**src/iep_defines.vh**
```
// constants of the interrupt enable and priority register block
// Operation
// - bit 7 of core mask is global gate; 0 blocks every source.
// - core mask bits 6..0 mask spi, timer2, uart, timer1, ext1, timer0, ext0.
// - timer two mask gates one request from low or high overflow.
// - timer one/zero masks gate overflows; ext masks gate pin requests.
// - core mask at 0xa8, all pages, bit-addressable, all rw, reset zero.
// - core level bits 6..0 give low (0) or high (1) per source.
// - core level bit 7 unused, reads 1, writes ignored.
// - core level at 0xb8, bit-addressable, level bits reset to zero.
// - extended mask bit 7 gates timer three low or high overflow.
// - extended mask bit 6 unused, reads 0, writes ignored.
// - extended mask bit 5 gates comparator rising or falling flag.
// - extended bit 4 gates counter array; bit 0 gates smbus.
// - extended bit 3 gates conversion done request.
// - extended bit 2 gates window compare request.
// - extended bit 1 gates real time clock alarm request.
// - extended mask at 0xe6, all pages, resets to all zeros.
// - pending requests sampled and priority decoded every clock.
// - hold new request while equal or higher handler runs.
`ifndef IEP_DEFINES_VH
`define IEP_DEFINES_VH
`define IEP_ADDR_CORE_MASK  8'ha8
`define IEP_ADDR_CORE_LEVEL 8'hb8
`define IEP_ADDR_EXT_MASK   8'he6
`define IEP_RST_CORE_MASK   8'h00
`define IEP_RST_CORE_LEVEL  7'h00
`define IEP_RST_EXT_MASK    8'h00
`define IEP_GLOBAL_BIT      7
`define IEP_LEVEL_RD_ONE    1'b1
`define IEP_EXT_UNUSED_BIT  6
`define IEP_NO_SOURCE       5'h1f
`endif

```
**src/iep_pick.v**
```verilog
// fixed-order picker: lowest set request index at one level
`timescale 1ns/10ps
module iep_pick #(
    parameter N  = 15,
    parameter IW = 5
) (
    input  wire [N-1:0]  req_in,
    output reg           any_out,
    output reg  [IW-1:0] idx_out
);
    integer i;
    // scan downward so the lowest index wins the tie
    always @* begin
        any_out = 1'b0;
        idx_out = {IW{1'b0}};
        for (i = N - 1; i >= 0; i = i - 1) begin
            if (req_in[i]) begin
                any_out = 1'b1;
                idx_out = i[IW-1:0];
            end
        end
    end
endmodule // iep_pick

```
**src/iep_regs.v**
```verilog
// interrupt enable and priority registers with request decoder
`timescale 1ns/10ps
`include "iep_defines.vh"
module iep_regs #(
    parameter NSRC = 15
) (
    input  wire        clk_in,
    input  wire        sys_rst_in,
    // avalon-mm slave
    input  wire [7:0]  avs_address_in,
    input  wire        avs_read_in,
    input  wire        avs_write_in,
    input  wire [31:0] avs_writedata_in,
    input  wire [3:0]  avs_byteenable_in,
    output wire        avs_waitrequest_out,
    output reg  [31:0] avs_readdata_out,
    output reg  [1:0]  avs_response_out,
    // pending flags from peripherals
    input  wire        ext_pin_zero_in,
    input  wire        timer_zero_overflow_in,
    input  wire        ext_pin_one_in,
    input  wire        timer_one_overflow_in,
    input  wire        uart_flag_in,
    input  wire        timer_two_low_overflow_in,
    input  wire        timer_two_high_overflow_in,
    input  wire        serial_periph_flag_in,
    input  wire        smbus_flag_in,
    input  wire        rtc_alarm_flag_in,
    input  wire        window_compare_flag_in,
    input  wire        conversion_done_flag_in,
    input  wire        counter_array_flag_in,
    input  wire        comparator_rising_flag_in,
    input  wire        comparator_falling_flag_in,
    input  wire        timer_three_low_overflow_in,
    input  wire        timer_three_high_overflow_in,
    // extended priority bits held elsewhere, one per source 7..14
    input  wire [7:0]  ext_level_in,
    // cpu sequencer handshake
    input  wire        irq_ack_in,
    input  wire        isr_return_in,
    input  wire        next_instr_done_in,
    // gated requests and decode result
    output reg  [14:0] gated_req_out,
    output reg  [14:0] req_level_out,
    output reg         irq_req_out,
    output reg  [4:0]  irq_source_out,
    output reg         irq_high_out,
    output wire [7:0]  core_source_mask_out,
    output wire [7:0]  core_source_level_out,
    output wire [7:0]  extended_source_mask_one_out
);
    reg  [7:0]  core_source_mask_q;
    reg  [6:0]  core_level_q;
    reg  [7:0]  ext_mask_q;
    // handler nesting: bit 0 low running, bit 1 high running
    reg  [1:0]  active_q;
    reg         wait_instr_q;
    reg  [14:0] raw_req;
    reg  [14:0] en_mask;
    wire [14:0] enabled;
    wire [14:0] lvl_all;
    wire [14:0] hi_req;
    wire [14:0] lo_req;
    wire        hi_any;
    wire        lo_any;
    wire [4:0]  hi_idx;
    wire [4:0]  lo_idx;
    reg         take_hi;
    reg         take_lo;
    reg         rd_ack_q;
    wire        hit_core_mask;
    wire        hit_core_level;
    wire        hit_ext_mask;
    wire        wr_ok;

    // source order: 0 ext0, 1 t0, 2 ext1, 3 t1, 4 uart, 5 t2, 6 spi,
    // 7 smbus, 8 rtc, 9 window, 10 conv, 11 pca, 12 comp, 13 none, 14 t3
    always @* begin
        raw_req     = 15'h0000;
        raw_req[0]  = ext_pin_zero_in;
        raw_req[1]  = timer_zero_overflow_in;
        raw_req[2]  = ext_pin_one_in;
        raw_req[3]  = timer_one_overflow_in;
        raw_req[4]  = uart_flag_in;
        raw_req[5]  = timer_two_low_overflow_in
                    | timer_two_high_overflow_in;
        raw_req[6]  = serial_periph_flag_in;
        raw_req[7]  = smbus_flag_in;
        raw_req[8]  = rtc_alarm_flag_in;
        raw_req[9]  = window_compare_flag_in;
        raw_req[10] = conversion_done_flag_in;
        raw_req[11] = counter_array_flag_in;
        raw_req[12] = comparator_rising_flag_in
                    | comparator_falling_flag_in;
        raw_req[14] = timer_three_low_overflow_in
                    | timer_three_high_overflow_in;
    end

    // per-source mask lanes in source order
    always @* begin
        en_mask        = 15'h0000;
        en_mask[6:0]   = core_source_mask_q[6:0];
        en_mask[7]     = ext_mask_q[0];
        en_mask[8]     = ext_mask_q[1];
        en_mask[9]     = ext_mask_q[2];
        en_mask[10]    = ext_mask_q[3];
        en_mask[11]    = ext_mask_q[4];
        en_mask[12]    = ext_mask_q[5];
        en_mask[14]    = ext_mask_q[7];
    end

    // global gate overrides every individual mask
    assign enabled = raw_req & en_mask
                   & {15{core_source_mask_q[`IEP_GLOBAL_BIT]}};
    assign lvl_all = {ext_level_in, core_level_q};
    assign hi_req  = enabled & lvl_all;
    assign lo_req  = enabled & ~lvl_all;

    iep_pick #(.N(15), .IW(5)) u_pick_hi (
        .req_in  (hi_req),
        .any_out (hi_any),
        .idx_out (hi_idx)
    );
    iep_pick #(.N(15), .IW(5)) u_pick_lo (
        .req_in  (lo_req),
        .any_out (lo_any),
        .idx_out (lo_idx)
    );

    // a request may preempt only a strictly lower running level
    always @* begin
        take_hi = hi_any & ~active_q[1] & ~wait_instr_q;
        take_lo = lo_any & (active_q == 2'b00) & ~wait_instr_q;
    end

    // sample and decode every clock
    always @(posedge clk_in or posedge sys_rst_in) begin
        if (sys_rst_in) begin
            gated_req_out  <= 15'h0000;
            req_level_out  <= 15'h0000;
            irq_req_out    <= 1'b0;
            irq_source_out <= `IEP_NO_SOURCE;
            irq_high_out   <= 1'b0;
        end else begin
            gated_req_out  <= enabled;
            req_level_out  <= lvl_all & enabled;
            irq_req_out    <= take_hi | take_lo;
            irq_high_out   <= take_hi;
            if (take_hi) begin
                irq_source_out <= hi_idx;
            end else if (take_lo) begin
                irq_source_out <= lo_idx;
            end else begin
                irq_source_out <= `IEP_NO_SOURCE;
            end
        end
    end

    // running handler tracking; after return one instruction must finish
    always @(posedge clk_in or posedge sys_rst_in) begin
        if (sys_rst_in) begin
            active_q     <= 2'b00;
            wait_instr_q <= 1'b0;
        end else begin
            if (irq_ack_in && irq_req_out) begin
                if (irq_high_out) begin
                    active_q[1] <= 1'b1;
                end else begin
                    active_q[0] <= 1'b1;
                end
            end else if (isr_return_in) begin
                if (active_q[1]) begin
                    active_q[1] <= 1'b0;
                end else begin
                    active_q[0] <= 1'b0;
                end
                wait_instr_q <= 1'b1;
            end else if (wait_instr_q && next_instr_done_in) begin
                wait_instr_q <= 1'b0;
            end
        end
    end

    // avalon slave: zero wait state writes, one wait state reads
    assign hit_core_mask  = (avs_address_in == `IEP_ADDR_CORE_MASK);
    assign hit_core_level = (avs_address_in == `IEP_ADDR_CORE_LEVEL);
    assign hit_ext_mask   = (avs_address_in == `IEP_ADDR_EXT_MASK);
    assign wr_ok          = avs_write_in & avs_byteenable_in[0];
    assign avs_waitrequest_out = avs_read_in & ~rd_ack_q;

    // register writes; only byte lane 0 carries data
    always @(posedge clk_in or posedge sys_rst_in) begin
        if (sys_rst_in) begin
            core_source_mask_q <= `IEP_RST_CORE_MASK;
            core_level_q       <= `IEP_RST_CORE_LEVEL;
            ext_mask_q         <= `IEP_RST_EXT_MASK;
        end else if (wr_ok) begin
            if (hit_core_mask) begin
                core_source_mask_q <= avs_writedata_in[7:0];
            end else if (hit_core_level) begin
                core_level_q <= avs_writedata_in[6:0];
            end else if (hit_ext_mask) begin
                ext_mask_q <= avs_writedata_in[7:0]
                            & 8'hbf;
            end
        end
    end

    // read data registered, one cycle after the request
    always @(posedge clk_in or posedge sys_rst_in) begin
        if (sys_rst_in) begin
            rd_ack_q         <= 1'b0;
            avs_readdata_out <= 32'h00000000;
            avs_response_out <= 2'b00;
        end else begin
            rd_ack_q <= avs_read_in & ~rd_ack_q;
            if (avs_read_in && !rd_ack_q) begin
                avs_response_out <= 2'b00;
                if (hit_core_mask) begin
                    avs_readdata_out <= {24'h000000, core_source_mask_q};
                end else if (hit_core_level) begin
                    avs_readdata_out <= {24'h000000, `IEP_LEVEL_RD_ONE,
                                         core_level_q};
                end else if (hit_ext_mask) begin
                    avs_readdata_out <= {24'h000000, ext_mask_q};
                end else begin
                    avs_readdata_out <= 32'h00000000;
                    avs_response_out <= 2'b10;
                end
            end
        end
    end

    assign core_source_mask_out         = core_source_mask_q;
    assign core_source_level_out        = {`IEP_LEVEL_RD_ONE, core_level_q};
    assign extended_source_mask_one_out = ext_mask_q;
endmodule // iep_regs

```
**config.mk**
```make
export PLATFORM = sky130hd
export DESIGN_NAME = iep_regs
export DESIGN_NICKNAME = d
export VERILOG_FILES = /design/src/iep_pick.v /design/src/iep_regs.v
export VERILOG_INCLUDE_DIRS = /design/src
export SDC_FILE = /design/constraint.sdc
export NUM_CORES = 1
export LEC_CHECK = 0
export ABC_AREA = 1
export ABC_CLOCK_PERIOD_IN_PS = 2300
export BUFFER_PORTS_ARGS = -buffer_cell sky130_fd_sc_hd__buf_2
export CORE_MARGIN = 2
export CORE_UTILIZATION = 35
export DETAILED_ROUTE_END_ITERATION = 16
export GPL_TIMING_DRIVEN = 0
export SETUP_SLACK_MARGIN = 0.15
export SKIP_CTS_REPAIR_TIMING = 1
export SKIP_LAST_GASP = 1
export SLEW_MARGIN = 20
export SYNTH_ARGS = -nofsm -noshare
export SYNTH_HDL_FRONTEND = slang
export SYNTH_SLANG_ARGS = --single-unit
```
**constraint.sdc**
```tcl
create_clock -name clk_in -period 2.3 [get_ports clk_in]
set_clock_uncertainty 0.15 [all_clocks]
set_input_delay 0.23 -clock clk_in [delete_from_list [all_inputs] [get_ports clk_in]]
set_output_delay 0.23 -clock clk_in [all_outputs]
set_load 0.01 [all_outputs]
```
# Word level (Yosys, flattened, before mapping)

Cells that the tools add are included.

Register bits: 97
Bits of input ports: 76
Output and inout port bits: 96
Word-level logic and storage cells: 129

Equality and inequality tests: 6
Mux-type cells: 75
Bitwise gates (word level): 21
Reduce and logical (&&, ||, !) cells: 13

Operators with widths:

| kind                 | number |
|---|---|
| $mux W4              | 30 |
| $and A15 B15 Y15     | 4 |
| $mux W1              | 35 |
| $eq A8 B8 Y1 const B | 3 |
| $mux W8              | 3 |
| $not A15 Y15         | 1 |
| $mux W2              | 5 |
| $mux W5              | 2 |
| $and A1 B1 Y1        | 6 |
| $not A1 Y1           | 6 |
| $reduce_and A2 Y1    | 3 |
| $reduce_and A3 Y1    | 2 |
| $ne A2 B2 Y1 const B | 2 |
| $or A1 B1 Y1         | 4 |
| $reduce_and A4 Y1    | 1 |
| $reduce_bool A2 Y1   | 2 |
| $logic_and A1 B1 Y1  | 3 |
| $logic_not A2 Y1     | 1 |
| $ne A2 B1 Y1 const B | 1 |
| $logic_not A1 Y1     | 1 |

# Depth between registers and ports, before layout

Depth in word-level cells: 23
Mapped depth: 16
Mapped depth without buffers: 14

# By module

From an unflattened synthesis, not the netlist that was laid out.

Cell total of the unflattened synthesis: 446
Area, all modules: 3632.2 sq um

By module, submodules not included:

| module   | times used | cells an instance | area each (sq um) | seq. area each (sq um) |
|---|---|---|---|---|
| iep_regs | 1          | 352               | 3224.3            | 1757.9 |
| iep_pick | 2          | 47                | 203.9             | 0.0 |

# Worst setup path before layout

Ideal clock, no wire load.

Kind: flip-flop to flip-flop
From: reg core_source_mask_q[7] (netlist: core_source_mask_out[7])
To: reg irq_source_out[0]
Setup time: 62 ps
Arrival: 1531 ps
Required time: 2088 ps
Path slack: 557 ps
Cell stages (with the launch flop): 12
Path buffers: 2
Cell sequence: dfrtp_1 -> buf_6 -> buf_12 -> nand3_4 -> nor2_4 -> nor3_4 -> nand2_2 -> o21ai_4 -> inv_4 -> nor2_2 -> nand2_1 -> nand3_2

Elaborated cells on any way between the ends: 67

RTL lines:

| what                       | line           | source |
|---|---|---|
| start, declared            | iep_regs.v:52  | `reg [7:0] core_source_mask_q;` |
| start signal, assigned     | iep_regs.v:194 | `` core_source_mask_q <= `IEP_RST_CORE_MASK; `` |
| start signal, assigned     | iep_regs.v:199 | `core_source_mask_q <= avs_writedata_in[7:0];` |
| $and A15 B15 Y15           | iep_regs.v:113 | `assign enabled = raw_req & en_mask` |
| $and A15 B15 Y15           | iep_regs.v:116 | `assign hi_req = enabled & lvl_all;` |
| named net hi_req[6]        | iep_regs.v:62  | `wire [14:0] hi_req;` |
| $mux W1 (7 in a row)       | iep_pick.v:17  | `if (req_in[i]) begin` |
| $and A1 B1 Y1 (2 in a row) | iep_regs.v:132 | `take_hi = hi_any & ~active_q[1] & ~wait_instr_q;` |
| named net take_hi          | iep_regs.v:68  | `reg take_hi;` |
| $mux W5                    | iep_regs.v:149 | `if (take_hi) begin` |
| end signal, assigned       | iep_regs.v:150 | `irq_source_out <= hi_idx;` |
| end signal, assigned       | iep_regs.v:152 | `irq_source_out <= lo_idx;` |
| end signal, assigned       | iep_regs.v:154 | `` irq_source_out <= `IEP_NO_SOURCE; `` |
| end, declared              | iep_regs.v:46  | `output reg [4:0] irq_source_out,` |

The timed path passes the listed nets, and every way through them passes these cells.
A chain may end at the register's enable or synchronous reset.

# Worst setup path after layout

From: reg core_source_mask_q[7] (netlist: core_source_mask_out[7])
To: reg irq_source_out[0]

Elaborated cells on any way between the ends: 67

RTL lines:

| what                       | line |
|---|---|
| $and A15 B15 Y15           | iep_regs.v:113 |
| $and A15 B15 Y15           | iep_regs.v:116 |
| named net hi_req[8]        | iep_regs.v:62 |
| $mux W1 (9 in a row)       | iep_pick.v:17 |
| $and A1 B1 Y1 (2 in a row) | iep_regs.v:132 |
| named net take_hi          | iep_regs.v:68 |
| $mux W5                    | iep_regs.v:149 |

The timed path passes the listed nets, and every way through them passes these cells.

==> impl_summary.log <==
[metrics] leading cell type in the layout, fill and taps excluded: buf_2
[metrics] net count reported at finish: ~640
[metrics] post-synthesis compound-gate area fraction: 8.620%
[metrics] clock transition at the registers of the reported paths: around 80 ps
[metrics] initial antenna violation count: 0
[metrics] post-synthesis instance total: 408
[metrics] clock latency of the later-clocked register in the worst-skew pair: ~340 ps
[metrics] total via count in the routed design: 3018
[metrics] failing checks: hold timing
[metrics] mux cell area share after synthesis: less than 1%
[metrics] Synth Register Bits: 70
[metrics] final worst-path setup slack: 346.5 ps
[metrics] maximum fanout along the worst path: 8
[metrics] Non-Filler Instances: 706
[metrics] crit path DAT: 2090 ps
[metrics] largest family of logic cells by synthesized area: simple AND/OR/NAND/NOR gates
[metrics] Final period util: 84.94%
[metrics] Peak supply drop: 277.2 uV
[metrics] Worst Setup Path Type: reg -> reg
[metrics] Worst Path Required: 2440 ps
[metrics] crit end category: flop
[metrics] unrepaired setup endpoints after global routing: no
[metrics] PortBufs: 114
[metrics] count of unresolved DRC violations after routing: 0
[metrics] max-cap violations: 0
[metrics] Clock Tree Root: clkbuf_8
[metrics] ANT nets after route: 0
[metrics] top achievable clock speed: 511.9 MHz
[metrics] number of warning messages in the yosys log: 0
[metrics] Die Span X: 104.4 um
[metrics] worst hold path type: in -> reg
[metrics] post-synthesis area per instance: 8.645 um2
[metrics] post-synthesis simple-gate area fraction: 26.29%
[metrics] Ant. Diodes: 0
[metrics] startpoint of the lowest-slack hold path: uart_flag_in
[metrics] commonest register cell after synthesis: dfrtp_1
[metrics] number of sinks handled by clock tree synthesis: 70
[metrics] count of pins on the block boundary: 172
[metrics] Global Route Usage Sum: about 17%
[metrics] reg-to-reg critical path startpoint: core_source_mask_out[7]
[metrics] H-tree Lvls: 3
[metrics] number of global-route vias before repair: 2996
[metrics] number of buffers created by CTS: 9
[metrics] final hold vios: 6
[metrics] global-route wire length before repair: between 10 and 15 mm
[metrics] CTS tree: built
[metrics] area of the die: 10900 um2
[metrics] run status: complete, but fails checks
[metrics] cell area after synthesis: 3527 um2
[metrics] Hold Slack: -11.66 ps
[metrics] power per unit of standard cell area: 587.6 nW/um2
[metrics] Vias per Instance: 4.275
[metrics] Post-Place Setup Slack: 347.8 ps
[metrics] total core area: between 9000 and 10000 um2
[metrics] total iterations of the first detailed-routing run: 4
[metrics] Synth Area in XOR/XNOR: 0%
[metrics] pin count of the biggest net entering global routing: 43
[metrics] vertical extent of the die: 104.4 um
[metrics] Max clock buf depth: 2
[metrics] leakage power of the design: 0.002774 uW
[metrics] kind of start point of the critical path: flop
[metrics] commonest non-fill, non-tap cells in the layout: 115 x buf_2, 109 x nand2_1, 65 x dfrtp_1, 64 x inv_1, 33 x nor2_1
[metrics] Post-synth EDFFs: 0
[metrics] HPWL Detailed: 7.114 mm
[metrics] FILL cells: 971
[metrics] R2R setup slack: 350 ps
[metrics] Area Overhead vs Synth: 33.42%
[metrics] final setup fails: 0
[metrics] Congestion Overflow GR: 0
[metrics] DP Cell Count: 683
[metrics] Fin Setup TNS: 0 ps
[metrics] Final Max Tran Viols: 0
[metrics] wirelength, routed: 9.053 mm
[metrics] Async S/R FF share, synth: between 90% and 100%
[metrics] initial core utilization: 36.09%
[metrics] final critical delay including setup and external delays: 1954 ps
[metrics] wire length per cell: 12.82 um
[metrics] layout cell share with drive strength beyond 1: 35.25%
[metrics] adder-cell share of the synthesized area: 0%
[metrics] Iteration-0 DRC Markers: ~120
[metrics] standard-cell rows: 36
[metrics] worst setup path start: core_source_mask_out[7]
[metrics] Power Total: between 2000 and 3000 uW
[metrics] final estimated routing congestion in global placement: 0.8124
[metrics] number of distinct library cell variants in the gate-level netlist after synthesis: 40
[metrics] sequential area share after synthesis: 49.84%
==> final timing paths <==
| check | to | depth (start not counted) |
|---|---|---|
| setup / recovery | irq_source_out[0] | 12 |
| hold / removal | req_level_out[4] | 3 |
| setup reg to reg | irq_source_out[0] | 12 |
| hold reg to reg | avs_readdata_out[1] | 2 |
| max in group asynchronous | core_level_q[1] | 4 |
| min in group asynchronous | req_level_out[10] | 3 |
==> through the flow <==
stage	hold slack, ps	area, um2	util, %
3_5_place_dp	83.62	4388	44.89
3_3_place_gp	309.6	4365	44.66
5_1_grt	1.187	4706	48.14
6_report	-11.66	4706	48.14
4_1_cts	-292.6	4636	47.43
2_1_floorplan	201.0	3628	-
==> sequential cells by signal, summed over array words and instances, names as in the netlist <==
| name | cells |
|---|---|
| gated_req_out | 14 |
| req_level_out | 14 |
| avs_readdata_out | 8 |
| core_source_mask_out | 8 |
| core_level_q | 7 |
| extended_source_mask_one_out | 7 |
| irq_source_out | 5 |
| active_q | 2 |
| avs_response_out | 1 |
| irq_high_out | 1 |
| irq_req_out | 1 |
| rd_ack_q | 1 |
| wait_instr_q | 1 |
==> worst max-delay path: stages, from the launching register on <==
cell	delay (ps)
dfrtp_1	400
buf_6	160
nand3_1	150
nor2_1	80
inv_1	70
nand2_1	90
nor2_2	130
nand3_2	110
o21ai_4	290
inv_4	70
nor2_2	80
nand2_1	70
nand3_2	60
==> report_power, final <==
group / internal, uW / total, uW / switching [uW] / leakage, uW
Clock: 752 / 1220 / 470 / 0.000120
Sequential: 1260 / 1280 / 25.4 / 0.000934
Combinational: 114 / 261 / 147 / 0.00172
Total: 2120 / 2770 / 642 / 0.00277
==> cells by family after synthesis <==
family                 after synthesis
and+or+nand+nor                    183
DFF                                 70
buffers and inverters              102
other                                2
AOI/OAI and AO/OA                   50
muxes                                1
==> cells in the mapped netlist, types with 2 or more instances <==
| cell type | n | share of area, % |
|---|---|---|
| nand2_1 | 109 | 12 |
| dfrtp_1 | 65 | 46 |
| inv_1 | 65 | 6.9 |
| nor2_1 | 33 | 3.5 |
| buf_4 | 29 | 6.2 |
| o21ai_0 | 24 | 3.4 |
| nand3_1 | 8 | 1.1 |
| nand3_2 | 7 | 2.0 |
| a21oi_1 | 5 | 0.71 |
| dfstp_2 | 5 | 3.7 |
| nand3_4 | 4 | 2.0 |
| nor2_4 | 4 | 1.3 |
| nor3_4 | 4 | 1.8 |
| o21a_1 | 4 | 0.85 |
| a31oi_1 | 3 | 0.53 |
| clkbuf_1 | 3 | 0.32 |
| nand2_2 | 3 | 0.53 |
| nor2_2 | 3 | 0.53 |
| o21ai_1 | 3 | 0.43 |
| a21o_1 | 2 | 0.43 |
| conb_1 | 2 | 0.21 |
| nand4_1 | 2 | 0.35 |
| nor3_1 | 2 | 0.28 |
| o21ai_2 | 2 | 0.50 |
| o22ai_1 | 2 | 0.35 |
==> final cells by class <==
cell class              count  area (um2)  share of cell area (%)
plain buffers              35       265.3                   5.637
repair buffers            122       660.6                   14.04
well taps                 133       166.4                   3.536
flip-flops and latches     70        1758                   37.36
clock buffers              11       141.4                   3.005
clock inverters             5       106.4                   2.260
inverters                  67       256.5                   5.451
multi-input cells         263        1351                   28.72
==> routing by layer <==
metal	up-vias	wire length (um)	global-route usage (%)
met3	11	654	3.947
li1	1523	-	-
met2	117	4060	26.42
met1	1367	4203	24.10
met4	0	135	5.792
met5	-	0	0
No activity file was read; power rests on OpenSTA's default activity.
